File: config.mk
export PLATFORM = sky130hd
export DESIGN_NAME = odb_regs
export DESIGN_NICKNAME = d
export VERILOG_FILES = /design/src/odb_debounce.v /design/src/odb_gain_ramp.v /design/src/odb_regs.v
export VERILOG_INCLUDE_DIRS = /design/src
export SDC_FILE = /design/constraint.sdc
export NUM_CORES = 1
export LEC_CHECK = 0
export ABC_AREA = 0
export ABC_CLOCK_PERIOD_IN_PS = 4900
export BUFFER_PORTS_ARGS = -buffer_cell sky130_fd_sc_hd__buf_4
export CAP_MARGIN = 20
export CORE_MARGIN = 1
export CORE_UTILIZATION = 45
export DETAILED_ROUTE_END_ITERATION = 16
export SYNTH_ARGS = -nofsm -noshare
export SYNTH_HDL_FRONTEND = slang
export SYNTH_SLANG_ARGS = --single-unit
File: constraint.sdc
create_clock -name i_clock -period 4.9 [get_ports i_clock]
set_clock_uncertainty 0.05 [all_clocks]
set_input_delay 1.47 -clock i_clock [delete_from_list [all_inputs] [get_ports i_clock]]
set_output_delay 1.47 -clock i_clock [all_outputs]
set_load 0.03 [all_outputs]
File: src/odb_map.vh
`ifndef ODB_MAP_VH
`define ODB_MAP_VH
// Page select and register offsets
`define ODB_PAGE_OFS       8'h00
`define ODB_PAGE_ONE       8'h01
`define ODB_SPK_OFS        8'h2a
`define ODB_RSV2B_OFS      8'h2b
`define ODB_HP_OFS         8'h2c
`define ODB_RSV2D_OFS      8'h2d
`define ODB_MB_OFS         8'h2e
// Speaker driver control fields
`define ODB_SPK_GAIN_HI    4
`define ODB_SPK_GAIN_LO    3
`define ODB_SPK_UNMUTE     2
`define ODB_SPK_APPLIED    0
// Headphone driver control fields
`define ODB_HP_DEB_HI      7
`define ODB_HP_DEB_LO      5
`define ODB_HP_BIAS_HI     4
`define ODB_HP_BIAS_LO     3
`define ODB_HP_LINEOUT     2
`define ODB_HP_BIAS_RSV    2'h2
`define ODB_HP_BIAS_DEF    2'h0
// Mic bias fields
`define ODB_MB_SWPD        7
`define ODB_MB_FORCE       3
`define ODB_MB_LVL_HI      1
`define ODB_MB_LVL_LO      0
`define ODB_MB_LVL_OFF     2'h0
// Write masks: reserved bits are held at zero
`define ODB_SPK_WMASK      8'h1c
`define ODB_HP_WMASK       8'hfc
`define ODB_MB_WMASK       8'h8b
`define ODB_RESET_VAL      8'h00
// Debounce: clock rate in kHz, tick base in ns (8 us / 8 = 1 us)
`define ODB_CLK_KHZ        10000
`define ODB_TICK_BASE_NS   1000
`define ODB_TICKS_PER_DEB  8
`define ODB_GAIN_SETTLE    16
`endif

File: src/odb_debounce.v
`timescale 1ns/10ps
// Short-circuit debounce: 8 ticks per interval, tick = duration / 8
module odb_debounce #(
    parameter BASE_CYC = 10
) (
    // Clock and reset
    input  wire       i_clock,
    input  wire       i_rst,
    // Settings
    input  wire [2:0] i_code,
    input  wire [7:0] i_osc_scale,
    input  wire       i_use_osc,
    // Raw and filtered detection
    input  wire       i_short_raw,
    output reg        o_short
);
    reg  [15:0] pre;
    reg  [3:0]  ticks;
    wire [15:0] base_cyc;
    wire [15:0] tick_len;

    // Oscillator source: base period comes from measured scale
    assign base_cyc = i_use_osc ? {8'h00, i_osc_scale} : BASE_CYC[15:0];
    assign tick_len = base_cyc << (i_code - 3'h1);

    // Restart on any change of the raw level; qualify after 8 ticks
    always @(posedge i_clock) begin
        if (i_rst) begin
            pre     <= 16'h0000;
            ticks   <= 4'h0;
            o_short <= 1'b0;
        end else if (i_code == 3'h0) begin
            o_short <= i_short_raw;
            pre     <= 16'h0000;
            ticks   <= 4'h0;
        end else if (i_short_raw == o_short) begin
            pre     <= 16'h0000;
            ticks   <= 4'h0;
        end else if (pre + 16'h0001 >= tick_len) begin
            pre <= 16'h0000;
            if (ticks == 4'h7) begin
                o_short <= i_short_raw;
                ticks   <= 4'h0;
            end else begin
                ticks <= ticks + 4'h1;
            end
        end else begin
            pre <= pre + 16'h0001;
        end
    end
endmodule // odb_debounce

File: src/odb_gain_ramp.v
`timescale 1ns/10ps
// Tracks a pending gain change and reports when it has been applied
module odb_gain_ramp #(
    parameter SETTLE = 16
) (
    // Clock and reset
    input  wire       i_clock,
    input  wire       i_rst,
    // Gain request
    input  wire       i_load,
    // Status
    output reg        o_applied
);
    reg  [7:0] count;

    // Load restarts the settle wait; load wins over completion
    always @(posedge i_clock) begin
        if (i_rst) begin
            count     <= 8'h00;
            o_applied <= 1'b0;
        end else if (i_load) begin
            count     <= SETTLE[7:0];
            o_applied <= 1'b0;
        end else if (count != 8'h00) begin
            count     <= count - 8'h01;
            o_applied <= (count == 8'h01);
        end else begin
            o_applied <= 1'b1;
        end
    end
endmodule // odb_gain_ramp

File: src/odb_regs.v
`timescale 1ns/10ps
`include "odb_map.vh"
module odb_regs #(
    parameter BASE_CYC = (`ODB_TICK_BASE_NS * `ODB_CLK_KHZ) / 1000000,
    parameter SETTLE   = `ODB_GAIN_SETTLE
) (
    // Clock and reset
    input  wire       i_clock,
    input  wire       i_rst,
    // Register port
    input  wire       i_wr,
    input  wire       i_rd,
    input  wire [7:0] i_addr,
    input  wire [7:0] i_wdata,
    output reg  [7:0] o_rdata,
    // Analog side inputs
    input  wire       i_short_raw,
    input  wire       i_headset_det_en,
    input  wire       i_headset_present,
    input  wire       i_use_osc,
    input  wire [7:0] i_osc_scale,
    // Speaker driver controls
    output reg        o_speaker_unmute,
    output reg  [1:0] o_speaker_gain,
    // Headphone driver controls
    output reg  [1:0] o_dac_bias_mode,
    output reg        o_headphone_output_lineout,
    output reg        o_short_detected,
    // Mic bias controls
    output reg        o_sw_power_down,
    output reg  [1:0] o_mic_bias_supply_level
);
    // Register map on page 1, as seen by the host
    //
    // Offset 0x00 (every page): page select. Any value may be written;
    // only value one opens the three driver registers below. Other
    // pages read back zero at the page-1 offsets and drop writes there.
    //
    // Offset 0x2a, speaker driver control
    //   bits 7..5  reserved, forced to zero on write
    //   bits 4..3  output stage gain step, passed to o_speaker_gain
    //   bit  2     mute release; zero keeps the stage muted
    //   bit  1     reserved, forced to zero on write
    //   bit  0     gain-applied status, read only, never stored
    //
    // Offset 0x2b: reserved, writes dropped, reads zero
    //
    // Offset 0x2c, headphone driver control
    //   bits 7..5  short-circuit debounce code, zero bypasses the filter
    //   bits 4..3  converter bias-current mode; code 10 is not a legal
    //              mode, so a write of it lands as the default mode
    //   bit  2     line-out configuration of the headphone_output stage
    //   bits 1..0  reserved, forced to zero on write
    //
    // Offset 0x2d: reserved, host must leave it alone; writes dropped
    //
    // Offset 0x2e, mic bias control
    //   bit  7     software power-down request
    //   bits 6..4  reserved, forced to zero on write
    //   bit  3     force bias on even with no headset present
    //   bit  2     reserved, forced to zero on write
    //   bits 1..0  mic_bias_supply level: off, 2 V, 2.5 V, analog_supply
    //
    // Timing seen from the register port:
    //   write edge N    register updates
    //   edge N+1        driver control outputs follow
    //   read edge N     o_rdata holds the value from N onward
    //   write and read on one edge return the value before the write
    //
    // Reset state:
    //   all three registers and the page select clear to zero, so the
    //   speaker starts muted, the headphone stage runs as a headphone
    //   driver, the debounce is bypassed and the mic bias is off
    //   the applied flag rises one edge after reset, as no gain is
    //   pending then
    //
    // Short-circuit debounce:
    //   code c above zero gives an interval of 8 ticks, each tick being
    //   BASE_CYC clock cycles shifted left by c - 1
    //   with the oscillator selected, i_osc_scale replaces BASE_CYC, so
    //   the intervals follow the real oscillator rate
    //   a change of code mid-interval acts on the running count, which
    //   can shorten that one interval; set the code while idle
    //
    // Limitations:
    //   the applied flag only models a fixed settle time; a real ramp
    //   would depend on the step size and the current gain
    //   the debounce base must be a whole number of clock cycles, so the
    //   oscillator figures are only as exact as i_osc_scale allows
    //   o_rdata is not cleared between reads; software sees a stale byte
    //   if it samples without a read strobe
    reg  [7:0] page;
    reg  [7:0] spk;
    reg  [7:0] hp;
    reg  [7:0] mb;
    wire       applied;
    wire       short_flt;
    wire       on_page1;
    wire       spk_load;
    reg  [7:0] next_rdata;
    wire       hit_page;
    wire       hit_spk;
    wire       hit_hp;
    wire       hit_mb;
    wire [7:0] hp_store;
    wire [1:0] level_eff;

    // True when the offset matches; used by the write decode only, the read mux compares i_addr directly
    function is_hit;
        input [7:0] addr;
        input [7:0] ofs;
        begin
            is_hit = (addr == ofs);
        end
    endfunction

    // Stored headphone byte: reserved bits cleared, illegal bias code
    // replaced by the default so the converter never sees it
    function [7:0] hp_clean;
        input [7:0] v;
        reg   [7:0] m;
        begin
            m = v & `ODB_HP_WMASK;
            if (m[`ODB_HP_BIAS_HI:`ODB_HP_BIAS_LO] == `ODB_HP_BIAS_RSV) begin
                m[`ODB_HP_BIAS_HI:`ODB_HP_BIAS_LO] = `ODB_HP_BIAS_DEF;
            end
            hp_clean = m;
        end
    endfunction

    // Effective bias level: held off while detection sees no headset,
    // unless the force bit overrides the detector
    function [1:0] bias_level;
        input [7:0] v;
        input       det_en;
        input       present;
        begin
            if (!v[`ODB_MB_FORCE] && det_en && !present) begin
                bias_level = `ODB_MB_LVL_OFF;
            end else begin
                bias_level = v[`ODB_MB_LVL_HI:`ODB_MB_LVL_LO];
            end
        end
    endfunction

    // Driver register hits only count while page 1 is selected; the page select hit is not gated
    assign on_page1  = (page == `ODB_PAGE_ONE);
    assign hit_page  = is_hit(i_addr, `ODB_PAGE_OFS);
    assign hit_spk   = on_page1 && is_hit(i_addr, `ODB_SPK_OFS);
    assign hit_hp    = on_page1 && is_hit(i_addr, `ODB_HP_OFS);
    assign hit_mb    = on_page1 && is_hit(i_addr, `ODB_MB_OFS);
    assign spk_load  = i_wr && hit_spk;
    assign hp_store  = hp_clean(i_wdata);
    assign level_eff = bias_level(mb, i_headset_det_en, i_headset_present);

    // Writes; reserved bits are masked so they always hold zero
    always @(posedge i_clock) begin
        if (i_rst) begin
            page <= `ODB_RESET_VAL;
            spk  <= `ODB_RESET_VAL;
            hp   <= `ODB_RESET_VAL;
            mb   <= `ODB_RESET_VAL;
        end else if (i_wr) begin
            // The page select sits at 0x00 on every page, so it is
            // decoded ahead of the page gate
            if (hit_page) begin
                page <= i_wdata;
            end else if (on_page1) begin
                case (i_addr)
                    `ODB_SPK_OFS: begin
                        spk <= i_wdata & `ODB_SPK_WMASK;
                    end
                    `ODB_HP_OFS: begin
                        // Illegal bias code is replaced before it is stored
                        hp <= hp_store;
                    end
                    `ODB_MB_OFS: begin
                        mb <= i_wdata & `ODB_MB_WMASK;
                    end
                    default: begin
                        page <= page; // Reserved offsets, incl. 0x2d, ignore writes
                    end
                endcase
            end
        end
    end

    // Gain-applied tracker for the speaker stage; any write to the
    // speaker register counts as a new gain, even if the field is
    // unchanged, which errs on the side of reporting pending
    odb_gain_ramp #(
        .SETTLE    (SETTLE)
    ) u_ramp (
        .i_clock   (i_clock),
        .i_rst     (i_rst),
        .i_load    (spk_load),
        .o_applied (applied)
    );

    // Short-circuit debounce filter; the code is taken live from the
    // register, so no copy of it needs to be kept here
    odb_debounce #(
        .BASE_CYC    (BASE_CYC)
    ) u_deb (
        .i_clock     (i_clock),
        .i_rst       (i_rst),
        .i_code      (hp[`ODB_HP_DEB_HI:`ODB_HP_DEB_LO]),
        .i_osc_scale (i_osc_scale),
        .i_use_osc   (i_use_osc),
        .i_short_raw (i_short_raw),
        .o_short     (short_flt)
    );

    // Read mux; reserved and unknown offsets read as zero
    always @* begin
        next_rdata = `ODB_RESET_VAL;
        if (i_addr == `ODB_PAGE_OFS) begin
            next_rdata = page;
        end else if (on_page1) begin
            case (i_addr)
                `ODB_SPK_OFS: next_rdata = spk | {7'h00, applied};
                `ODB_HP_OFS:  next_rdata = hp;
                `ODB_MB_OFS:  next_rdata = mb;
                default:      next_rdata = `ODB_RESET_VAL;
            endcase
        end
    end

    // Read data register; holds between strobes so a slow host can
    // sample it late
    always @(posedge i_clock) begin
        if (i_rst) begin
            o_rdata <= `ODB_RESET_VAL;
        end else if (i_rd) begin
            o_rdata <= next_rdata;
        end
    end

    // Speaker stage controls; muted out of reset
    always @(posedge i_clock) begin
        if (i_rst) begin
            o_speaker_unmute <= 1'b0;
            o_speaker_gain   <= 2'h0;
        end else begin
            o_speaker_unmute <= spk[`ODB_SPK_UNMUTE];
            o_speaker_gain   <= spk[`ODB_SPK_GAIN_HI:`ODB_SPK_GAIN_LO];
        end
    end

    // Headphone stage controls and the filtered short flag
    always @(posedge i_clock) begin
        if (i_rst) begin
            o_dac_bias_mode            <= 2'h0;
            o_headphone_output_lineout <= 1'b0;
            o_short_detected           <= 1'b0;
        end else begin
            o_dac_bias_mode            <= hp[`ODB_HP_BIAS_HI:`ODB_HP_BIAS_LO];
            o_headphone_output_lineout <= hp[`ODB_HP_LINEOUT];
            o_short_detected           <= short_flt;
        end
    end

    // Mic bias controls; the level is recomputed every cycle, so a
    // headset arriving or leaving takes effect one edge later
    always @(posedge i_clock) begin
        if (i_rst) begin
            o_sw_power_down         <= 1'b0;
            o_mic_bias_supply_level <= 2'h0;
        end else begin
            o_sw_power_down         <= mb[`ODB_MB_SWPD];
            o_mic_bias_supply_level <= level_eff;
        end
    end
endmodule // odb_regs

== Word level (Yosys, flattened, before mapping) ==
Index checks and enable logic that the tools add are counted.
Cells by class
  $add $sub $neg: 4
  magnitude comparators: 1
  equality and inequality tests: 9
  shift-type cells: 1
  muxes and demuxes: 13
  bitwise operators: 2
  reduce and logical (&&, ||, !) cells: 21
Operators with widths (number)
  equality test 8 x 6 -> 1 bit, second input constant: 3
  2-to-1 mux 8 bit: 3
  one-hot mux 8 bit (3 select lines): 1
  adder 16 x 1 -> 16 bit, second input constant: 1
  equality test 8 x 1 -> 1 bit, second input constant: 2
  greater-or-equal comparator 16 bit: 1
  << shifter 16 x 3 -> 16 bit: 1
  AND reduction 4 bit: 3
  2-to-1 mux 5 bit: 2
  zero test 8 bit: 1
  nonzero test 8 bit: 1
  subtractor 8 x 1 -> 8 bit, second input constant: 1
  nonzero test 2 bit: 3
  2-to-1 mux 1 bit: 5
  OR 5 x 1 -> 5 bit: 1
  adder 4 x 1 -> 4 bit, second input constant: 1
  equality test 4 x 3 -> 1 bit, second input constant: 1
  logical AND 1 bit: 4
  2-to-1 mux 4 bit: 1
  OR reduction 2 bit: 2
  OR reduction 4 bit: 1
  zero test 3 bit: 1
  AND reduction 3 bit: 1
  OR reduction 3 bit: 1
  8 further kinds: 9
Storage, ports and cells
  bits in registers: 69
  output and inout port bits: 18
  logic and storage cells: 69

== Longest topological paths before layout ==
Gate-level depths: netlist of run 1.
  depth after elaboration: 6
  depth in mapped cells: 16
  depth with buffers taken out: 14

== By module ==
A second synthesis of run 1 with hierarchy kept.
Unflattened totals
  cell total of the unflattened synthesis: 441
  area total of the unflattened synthesis: 3854.9 µm²
By module, submodules not included
  odb_debounce: times used 1, cells an instance 211, area each 1752.9 µm², seq. area each 420.4 µm²
  odb_regs: times used 1, cells an instance 179, area each 1659.1 µm², seq. area each 780.7 µm²
  odb_gain_ramp: times used 1, cells an instance 51, area each 442.9 µm², seq. area each 180.2 µm²

== Least setup slack after synthesis of run 1 ==
No wires, ideal clock.
  kind: input-to-reg
  start: input port i_osc_scale[1]
  end: register u_deb.pre[10]
  setup time: 0.062 ns
  data arrival time: 3.744 ns
  required time: 4.788 ns
  path slack: 1.044 ns
  cell stages on the path: 13
  buffers on the path: 1
  cells stage by stage: nand2b_1 > nand2_1 > o21ai_0 > nor2_1 > nor2_1 > a21oi_1 > ha_1 > a22o_1 > o41a_1 > o21ai_0 > nand3_2 > buf_6 > nor2b_2
Between the ends
  cells in the longest elaborated chain, start to end: 4
RTL lines
  start: declaration: RTL line odb_regs.v:21  | input wire [7:0] i_osc_scale,
  2-to-1 mux 8 bit: RTL line odb_debounce.v:23  | assign base_cyc = i_use_osc ? {8'h00, i_osc_scale} : BASE_CYC[15:0];
  << shifter 16 x 3 -> 16 bit: RTL line odb_debounce.v:24  | assign tick_len = base_cyc << (i_code - 3'h1);
  greater-or-equal comparator 16 bit: RTL line odb_debounce.v:39  | end else if (pre + 16'h0001 >= tick_len) begin
  OR reduction 4 bit (no line)
  end signal: assignment: RTL line odb_debounce.v:48  | pre <= pre + 16'h0001;
  end: declaration: RTL line odb_debounce.v:17  | reg [15:0] pre;
No other way between the ends.
A chain may end at the register's enable or synchronous reset.

== Final worst setup path of run 1 ==
  start: input port i_use_osc
  end: register u_deb.pre[5]
Between the ends
  cells in the longest elaborated chain, start to end: 4
RTL lines
  start: declaration: RTL line odb_regs.v:20  | input wire i_use_osc,
  2-to-1 mux 8 bit: RTL line odb_debounce.v:23
  << shifter 16 x 3 -> 16 bit: RTL line odb_debounce.v:24
  greater-or-equal comparator 16 bit: RTL line odb_debounce.v:39
  OR reduction 4 bit (no line)
No other way between the ends.

==> impl_metrics.tcl, run 1 <==
set metrics [dict create \
    cp-end-kind "flip-flop" \
    cts_buffer_depth 2 \
    cts_root_buf "clkbuf_8" \
    die-area_um2 8550 \
    outcome "complete, no violations" \
    syn_nets 493 \
    io_pins 50 \
    drc 0 \
    cts_tree "built" \
    setup_violations 0 \
    core_area_um2 7810 \
    holdWs_ns 0.422 \
    cts_buffers 9 \
    track_usage_pct 21.3 \
    diodes 0 \
    grt_pass1_wl_um 14300 \
    cp.arrival_ns 4.18 \
    syn_to_final_growth_pct 19.1 \
    crit_buf_inv 2 \
    hold_viol_final 0 \
    synth-main-ff-cell "dfxtp_1" \
    critical_path_required_ns 5.14 \
    synthDistinctLibCells 55 \
    p_switching_uw 405 \
    p_leak_uw 0.00179 \
    clk_latency_ns 0.34 \
    p_comb_share_pct 17.6 \
    finalMaxSlewViolations 0 \
    finalInstanceArea_um2 4390 \
    cp_slowest_stage_delay_ns 0.36 \
    timing.setup.tns_ns 0 \
    vias 3206 \
    port-buffer-count 49 \
    cts.sinks 69 \
    place_congestion 0.899 \
    holdBufCountCts 0 \
    cts_setup_buffers 0 \
    ant_nets 0 \
    die_h_um 92.5 \
    final_common_cell "dfxtp_1" \
    grt_pass1_vias 3037 \
    seq_power_share_pct 43.1 \
    worstSetupPathType "in2reg" \
    start_kind "input pin" \
    grt_max_degree 43 \
    reg2reg_slack_ns 1.21 \
    async_flop_share_pct 0 \
    synth_seq_area_share_pct 37.5 \
    htree_levels 3 \
    post_route_cells_drive_above_1_share_pct 18.1 \
    viasPerCell 5.41 \
    num_rows 32 \
    power_density_nw_per_um2 332 \
    post_dp_cell_area_um2 4140 \
    final.period_utilization_pct 80.5 \
    cp_max_fo 16 \
    slew_headroom_pct 48.8 \
    grt_antenna_before_repair 0 \
    ir_worst_vdd_uv 286 \
    wl_per_cell_um 14.7 \
    syn-instance-count 439 \
    first_iter_violations 82 \
    synth-edff-count 0 \
    rsz0062_at_grt "false" \
    totalWireLength_um 8710 \
    p_int_uw 1050 \
    netlist_area_um2 3680 \
    synth_seq_cells 69 \
    hp-class "reg2reg" \
    mostFrequentLayoutCells "dfxtp_1, buf_4, nand2_1, nor2_1, a21oi_1" \
    cp_top_family "compound AO/OA/AOI/OAI gates" \
    yosysWarnings 0 \
    swShare_pct 27.8 \
    worst_pin_slew_ns 0.762 \
    ctsResizeCount 0 \
    gr-total-overflow 0 \
    place.detailed.hpwl_um 6590 \
    fin_crit_ns 3.95 \
    nets 540 \
    crit_slowest_cell "o21ai_0" \
    fmax_ghz 0.253 \
    start_util_pct 47.2 \
    dr.pass1.iters 4 \
    path_cells "buf_4, nand2_1, o21ai_0, nor2_1, nor2_1, a21oi_1, ha_1, a22o_1, o41a_1, o21ai_0, buf_4, nand3_2, and2b_1" \
    cts.clk_slew.worst_paths_ns 0.08 \
    clkPwrFrac_pct 39.4 \
    synth.avg_cell_area_um2 8.39 \
    cap_violations 0 \
    fp.dieW_um 92.5 \
]
[routing by layer]
layer | vias up | part of all wire, % | GRT usage [%]
met4 | 0 | 2.5 | 8.20
met5 | - | 0 | 0
li1 | 1645 | - | -
met3 | 17 | 3.3 | 3.94
met1 | 1468 | 44 | 25.5
met2 | 76 | 50 | 37.5
[Yosys cell counts, drive strengths merged (3+ instances only)]
master  number  area share, %
xnor2       11            2.6
nand2       52            5.3
nand4        5            1.3
nor2        41            4.2
and2         3           0.51
and3         7            1.2
ha          22            7.5
and4         3           0.78
a31oi        3           0.51
a22o         5            1.2
mux2         6            1.8
mux2i       12            3.3
nor3        13            1.9
nor2b       20            4.2
and2b        5            1.0
inv          7           0.71
buf          3           0.58
nand3       36            5.0
xor2         8            1.9
nand2b       7            1.2
clkbuf      16            1.6
o21ai        8            1.1
or3          3           0.51
a21oi       39            5.3
a311oi       4           0.95
nor4         5           0.85
dfxtp       69             37
[layout make-up]
| class | instances | area [um2] |
|---|---|---|
| tap | 102 | 128 |
| clock buffer | 9 | 124 |
| multi-input combinational | 344 | 2200 |
| inverter | 7 | 26.3 |
| fill | 746 | 3420 |
| timing repair buffer | 55 | 413 |
| clock inverter | 7 | 121 |
| sequential | 69 | 1380 |
[logic make-up after synthesis]
logic type / synth area share (%)
AO/OA/AOI/OAI: 13.1
buffers and inverters: 2.92
AND/OR/NAND/NOR: 29.3
flip-flops: 37.5
XOR/XNOR: 4.52
adder cells (fa/ha/maj): 7.47
other: 0.102
multiplexers: 5.09
[worst min-delay path, stage by stage (launching register included)]
cell,delay (ns)
dfxtp_1,0.32
nand2b_1,0.06
a21oi_1,0.05
[stage by stage]
step	setup slack (ns)	total power, uW	cells	utilization, %
2_1_floorplan	1.04	829	439	-
3_3_place_gp	0.655	894	577	53.1
3_5_place_dp	0.571	896	577	53.1
4_1_cts	0.937	1470	593	56.2
5_1_grt	0.661	1530	593	56.2
6_report	0.954	1460	593	56.2
[power groups by stage]
stage | Clock, uW | Sequential [uW] | Combinational (uW)
2_1_floorplan | 0 | 638 | 192
3_3_place_gp | 0 | 640 | 253
6_report | 574 | 628 | 256
5_1_grt | 609 | 633 | 290
3_5_place_dp | 0 | 641 | 256
4_1_cts | 586 | 628 | 257
[final timing paths]
kind / startpoint / endpoint / cells after the start
max: i_use_osc / u_deb.pre[5]$_SDFF_PP0_ / 13
min reg2reg: o_rdata[7]$_SDFFE_PP0P_ / o_rdata[7]$_SDFFE_PP0P_ / 2
min: o_rdata[7]$_SDFFE_PP0P_ / o_rdata[7]$_SDFFE_PP0P_ / 2
max reg2reg: hp[5]$_SDFFE_PP0P_ / u_deb.pre[5]$_SDFF_PP0_ / 13
[registers in the layout (all words and copies together), names as in the netlist, 3 cells and up]
name and count:
u_deb.pre 16, hp 6, mb 4, spk 3, page 8, o_rdata 8
u_ramp.count 8, u_deb.ticks 4
Note: power is estimated with default switching activity, not from simulation.
==> run 2, diff against run 1 <==
--- a/config.mk
+++ b/config.mk
@@ -6,8 +6,8 @@
 export SDC_FILE = /design/constraint.sdc
 export NUM_CORES = 1
 export LEC_CHECK = 0
-export ABC_AREA = 0
-export ABC_CLOCK_PERIOD_IN_PS = 4900
+export ABC_AREA = 1
+export ABC_CLOCK_PERIOD_IN_PS = 4000
 export BUFFER_PORTS_ARGS = -buffer_cell sky130_fd_sc_hd__buf_4
 export CAP_MARGIN = 20
 export CORE_MARGIN = 1
==> constraint.sdc (replaced) <==
create_clock -name i_clock -period 4 [get_ports i_clock]
set_clock_uncertainty 0.05 [all_clocks]
set_input_delay 1.2 -clock i_clock [delete_from_list [all_inputs] [get_ports i_clock]]
set_output_delay 1.2 -clock i_clock [all_outputs]
set_load 0.03 [all_outputs]
==> run 2 against run 1 <==
  * Combinational power increased by 4%
  * Critical endpoint is now u_deb.ticks[0]$_SDFFE_PP0P_
  * Die area rose by 0.90%
  * Global-route usage shrank 0.65 points
  * Clock-buffer cell count up 2
  * Sequential power rose by 19%
  * Final cell count grew 15%
  * Largest cell class unchanged
  * Register-to-register slack worse by 0.59 ns
  * Highest routed layer unchanged
==> impl_metrics.tcl, run 2 <==
set metrics [dict create \
    outcome "complete, no violations" \
    cp_top_family "simple AND/OR/NAND/NOR gates" \
    placed_cells 669 \
    start_kind "flip-flop" \
    synth.avg_cell_area_um2 7.07 \
    cp-end-kind "flip-flop" \
    p_int_uw 1080 \
    hp-class "reg2reg" \
    cp_slowest_stage_delay_ns 0.46 \
    fill_cells 811 \
    ys_top_cells_by_area "dfxtp_1, nand2_1, inv_1" \
    cts.clk_slew.worst_paths_ns 0.07 \
    final.period_utilization_pct 84.6 \
    worst_path_most_repeated_cell "o21ai_0" \
    mostFrequentLayoutCells "nand2_1, inv_1, dfxtp_1, nor2_1, buf_4" \
    grt_max_degree 30 \
    gr-total-overflow 0 \
    drc 0 \
    r2r-end "u_deb.ticks[0]$_SDFFE_PP0P_" \
    synthDistinctLibCells 36 \
    p_leak_uw 0.00202 \
    rsz0062_at_grt "false" \
    r2r_start "hp[5]$_SDFFE_PP0P_" \
    seq_area_um2 1380 \
    reg2reg_slack_ns 0.62 \
    fin_ws_ns 0.618 \
    syn_to_final_growth_pct 17.1 \
    design_power_total_uw 1500 \
    power_density_nw_per_um2 345 \
    ir_worst_vdd_uv 341 \
    p_switching_uw 427 \
    fp.dieW_um 92.9 \
    synthTopCellsByCount "nand2_1, inv_1, dfxtp_1" \
    p_comb_share_pct 17.7 \
    cap_violations 0 \
    syn-instance-count 526 \
    synth_top_area_share_pct 37.1 \
    wl_per_cell_um 12.1 \
    synth_seq_cells 69 \
    netlist_area_um2 3720 \
    hold_viol_final 0 \
    multi_input_area_um2 1970 \
    grt_antenna_before_repair 0 \
    io_pins 50 \
    yosysWarnings 0 \
    synth_seq_area_share_pct 37.1 \
    syn_nets 580 \
    clkPwrFrac_pct 32.7 \
    clk_latency_ns 0.34 \
    post_dp_cell_area_um2 4180 \
    setup_violations 0 \
    min_path_cells 2 \
    cts_buffers 9 \
    cts_tree "built" \
    vias 3297 \
    cp.arrival_ns 3.55 \
    port-buffer-count 49 \
    nets 632 \
    post_route_cells_drive_above_1_share_pct 16.8 \
    seq_power_share_pct 49.6 \
    reg2reg_depth 14 \
    ctsResizeCount 0 \
    dr.pass1.iters 4 \
    die-area_um2 8630 \
    place.detailed.hpwl_um 6530 \
    finalMaxSlewViolations 0 \
    viasPerCell 4.82 \
    cts_root_buf "clkbuf_8" \
    swShare_pct 28.4 \
    worstSetupPathType "reg2reg" \
    cts_setup_buffers 0 \
    grt_pass1_wl_um 13900 \
    final_common_cell "nand2_1" \
    timing.setup.tns_ns 0 \
    fin_cells 684 \
    cp_max_fo 17 \
    synth-edff-count 0 \
    async_flop_share_pct 0 \
    crit_slowest_cell "ha_2" \
    hold_path.startpoint "hp[4]$_SDFFE_PP0P_" \
    fin_crit_ns 3.38 \
    pre_cts_ws_ns 0.299 \
    hold_end "o_dac_bias_mode[1]$_SDFF_PP0_" \
    largest_register_ffs 16 \
    place_congestion 0.790 \
    grt_pass1_vias 3060 \
    totalWireLength_um 8240 \
    core_area_um2 7850 \
    regMostFlops "u_deb.pre" \
    htree_levels 3 \
    ant_nets 0 \
    path_cells "clkinvlp_4, ha_2, clkinv_1, nand2_1, o21ai_0, or2_2, ha_1, nand3_1, nor3_1, nand4_1, nand3_2, inv_2, nand2_4, o21ai_0" \
    yosys.area.top_type "dfxtp_1" \
    cts.sinks 69 \
    crit_buf_inv 3 \
    fmax_ghz 0.296 \
    synth_most_common_cell "nand2_1" \
    diodes 0 \
    critical_path_required_ns 4.16 \
    finalInstanceArea_um2 4350 \
    track_usage_pct 20.7 \
    synth-main-ff-cell "dfxtp_1" \
    die_h_um 92.9 \
    num_rows 32 \
    holdBufCountCts 0 \
    cts_buffer_depth 2 \
    start_util_pct 47.4 \
    first_iter_violations 105 \
]
==> run 2: cell count changes in the layout (fill, tap and decap cells not counted), sizes merged, moves of 7 or more <==
| cell | delta |
|---|---|
| nand2b | -7 |
| xnor2 | -7 |
| and3 | -7 |
| nand3 | -10 |
| nand2 | +34 |
| nor2 | +29 |
| o21ai | +43 |
| nor2b | -20 |
| mux2i | -9 |
| a21oi | +7 |
| or2 | +9 |
| inv | +74 |
==> run 2: worst max path at each step <==
| stage | from | end | slack (ns) | cells after the start |
|---|---|---|---|---|
| floorplan | i_use_osc | u_deb.pre[7]$_SDFF_PP0_ | 0.60 | 18 |
| global placement | hp[5]$_SDFFE_PP0P_ | u_deb.ticks[0]$_SDFFE_PP0P_ | 0.37 | 14 |
| detailed placement | hp[5]$_SDFFE_PP0P_ | u_deb.ticks[0]$_SDFFE_PP0P_ | 0.30 | 14 |
| CTS | hp[5]$_SDFFE_PP0P_ | u_deb.ticks[0]$_SDFFE_PP0P_ | 0.32 | 14 |
| global route | hp[5]$_SDFFE_PP0P_ | u_deb.ticks[0]$_SDFFE_PP0P_ | 0.22 | 15 |
| finish | hp[5]$_SDFFE_PP0P_ | u_deb.ticks[0]$_SDFFE_PP0P_ | 0.62 | 14 |
==> run 2: cells by family after synthesis <==
family                   synth area share, %
AND/OR/NAND/NOR                         25.1
AO/OA/AOI/OAI                           16.4
buffers and inverters                   10.0
flip-flops                              37.1
adder cells (fa/ha/maj)                 7.40
XOR/XNOR                                3.06
multiplexers                           0.808
other                                  0.101
==> run 2: tightest hold or removal path, stage by stage (launching register included) <==
cell and delay (ns):
dfxtp_1 0.30, inv_1 0.06, nor2_1 0.05
==> run 2: metrics by stage <==
stage               util (%)  hold WS (ns)
detailed placement      53.3         0.394
global route            55.5         0.430
floorplan                  -         0.372
CTS                     55.4         0.402
global placement        53.3         0.398
finish                  55.5         0.399
==> run 2: per-layer routing <==
metal  vias up  share of wire (%)  track usage, %
met4         0                1.9            7.44
met2        52                 49            35.5
met3        14                3.3            4.43
met5         -                  0               0
met1      1429                 46            25.2
li1       1802                  -               -
==> run 2: cell type report <==
cell class                      instances  area share [%]
Sequential cell                        69            31.8
Timing Repair Buffer                   52            8.97
Inverter                               84            7.33
Clock buffer                           11            3.25
Multi-Input combinational cell        362            45.2
Tap cell                              102            2.93
Clock inverter                          4           0.575
==> run 2: power groups by stage <==
stage	registers [uW]	logic (uW)	clock network, uW
2_1_floorplan	764	191	0
3_3_place_gp	760	264	0
3_5_place_dp	760	269	0
4_1_cts	745	269	512
5_1_grt	748	303	541
6_report	745	266	491
==> run 3, diff against run 2 <==
--- a/config.mk
+++ b/config.mk
@@ -7,7 +7,7 @@
 export NUM_CORES = 1
 export LEC_CHECK = 0
 export ABC_AREA = 1
-export ABC_CLOCK_PERIOD_IN_PS = 4000
+export ABC_CLOCK_PERIOD_IN_PS = 3500
 export BUFFER_PORTS_ARGS = -buffer_cell sky130_fd_sc_hd__buf_4
 export CAP_MARGIN = 20
 export CORE_MARGIN = 1
==> constraint.sdc (replaced) <==
create_clock -name i_clock -period 3.5 [get_ports i_clock]
set_clock_uncertainty 0.05 [all_clocks]
set_input_delay 1.05 -clock i_clock [delete_from_list [all_inputs] [get_ports i_clock]]
set_output_delay 1.05 -clock i_clock [all_outputs]
set_load 0.03 [all_outputs]
==> run 3 against run 2 <==
  * Wire length is 2.3% higher
  * Non-clock buffer count up 3
  * Flip-flop and latch count unchanged
  * Worst hold slack got worse by 0.0065 ns
  * Global-route usage rose by 0.21 points
  * Worst setup slack got worse by 0.24 ns
  * Sequential power rose by 14%
  * Die area stayed put
  * Final area up 2.1%
  * Combinational power increased by 15%
  * Largest power group unchanged
  * Highest routed layer unchanged
==> impl_metrics.tcl, run 3 (synthesis results as in run 2) <==
set metrics [dict create \
    outcome "complete, no violations" \
    cts_setup_buffers 0 \
    clk_latency_ns 0.34 \
    setup_violations 0 \
    gr-total-overflow 0 \
    grt_pass1_wl_um 14100 \
    place_congestion 0.795 \
    diodes 0 \
    dr.pass1.iters 4 \
    largest_register_ffs 16 \
    fmax_ghz 0.320 \
    regMostFlops "u_deb.pre" \
    grt_antenna_before_repair 0 \
    finalMaxSlewViolations 0 \
    hp-class "reg2reg" \
    track_usage_pct 20.9 \
    cts_root_buf "clkbuf_8" \
    rsz0062_at_grt "false" \
    ir_worst_vdd_uv 342 \
    cts_buffer_depth 2 \
    cts_tree "built" \
    die-area_um2 8630 \
    hold_viol_final 0 \
    pre_cts_ws_ns 0.0970 \
    timing.setup.tns_ns 0 \
    final.period_utilization_pct 89.3 \
    num_rows 32 \
    seq_power_share_pct 44.5 \
    totalWireLength_um 8440 \
    core_area_um2 7850 \
    cts.sinks 69 \
    vias 3373 \
    cts.clk_slew.worst_paths_ns 0.08 \
    final_common_cell "nand2_1" \
    start_util_pct 47.4 \
    finalInstanceArea_um2 4440 \
    wl_per_cell_um 12.3 \
    grt_max_degree 30 \
    cap_violations 0 \
    post_dp_cell_area_um2 4200 \
    htree_levels 3 \
    place.detailed.hpwl_um 6630 \
    start_kind "flip-flop" \
    worstSetupPathType "reg2reg" \
    design_power_total_uw 1910 \
    syn_to_final_growth_pct 19.5 \
    post_route_cells_drive_above_1_share_pct 17.1 \
    drc 0 \
    cp-end-kind "flip-flop" \
    holdWs_ns 0.393 \
    fin_ws_ns 0.373 \
    cp_max_fo 17 \
    p_comb_share_pct 16.0 \
    grt_pass1_vias 3169 \
    clkPwrFrac_pct 39.5 \
    cp.arrival_ns 3.30 \
    p_int_uw 1400 \
    critical_path_required_ns 3.68 \
    power_density_nw_per_um2 430 \
    p_leak_uw 0.00206 \
    die_h_um 92.9 \
    port-buffer-count 49 \
    cts_buffers 9 \
    first_iter_violations 137 \
    fp.dieW_um 92.9 \
    swShare_pct 26.5 \
    ant_nets 0 \
    io_pins 50 \
    viasPerCell 4.90 \
    mostFrequentLayoutCells "nand2_1, inv_1, dfxtp_1, nor2_1, buf_4" \
    nets 635 \
    fin_crit_ns 3.13 \
    p_switching_uw 506 \
]
run 3: power by group through the flow:
| stage | Combinational, uW | Clock (uW) | Sequential (uW) |
|---|---|---|---|
| after floorplan | 218 | 0 | 873 |
| after global placement | 302 | 0 | 869 |
| after detailed placement | 309 | 0 | 868 |
| after CTS | 309 | 774 | 851 |
| after global routing | 348 | 807 | 855 |
| final | 305 | 755 | 850 |
run 3: worst max-delay path: stages (launching register included):
cell	delay [ns]
dfxtp_1	0.42
ha_1	0.22
nand2_1	0.06
inv_1	0.09
nand2_1	0.11
nor2_1	0.16
nand3_1	0.09
nor3_1	0.20
xor2_1	0.25
inv_1	0.07
ha_1	0.29
nand3_1	0.10
nor3_1	0.24
nand4_1	0.15
nand3_2	0.17
inv_2	0.09
nand2_8	0.16
o21ai_0	0.09
run 3: final timing paths:
kind	slack (ns)	startpoint	cells after the start	endpoint
worst max-delay path	0.37	u_deb.pre[0]$_SDFF_PP0_	17	u_deb.ticks[0]$_SDFFE_PP0P_
worst min register to register	0.39	spk[2]$_SDFFE_PP0P_	2	o_speaker_unmute$_SDFF_PP0_
worst min-delay path	0.39	spk[2]$_SDFFE_PP0P_	2	o_speaker_unmute$_SDFF_PP0_
worst max register to register	0.37	u_deb.pre[0]$_SDFF_PP0_	17	u_deb.ticks[0]$_SDFFE_PP0P_
run 3: area by class of cell:
type                            instances  area, um2
Clock buffer                           12        155
Clock inverter                          4       77.6
Fill cell                             787       3400
Inverter                               84        315
Multi-Input combinational cell        362       1970
Sequential cell                        69       1380
Tap cell                              102        128
Timing Repair Buffer                   55        413
run 3: timing repair:
item                       CTS  global route
setup endpoints to repair    0            17
resized for setup            0             2
hold buffers                 0             0
run 3: stage by stage:
step / instances / utilization [%]
2_1_floorplan: 526 / -
3_3_place_gp: 672 / 53.5
3_5_place_dp: 672 / 53.5
4_1_cts: 688 / 56.5
5_1_grt: 688 / 56.6
6_report: 688 / 56.6
run 3: routing by layer:
metal,track usage [%],wire length [um]
met4,7.56,170
met2,36.3,4150
met5,0,0
met3,4.84,265
met1,24.8,3850
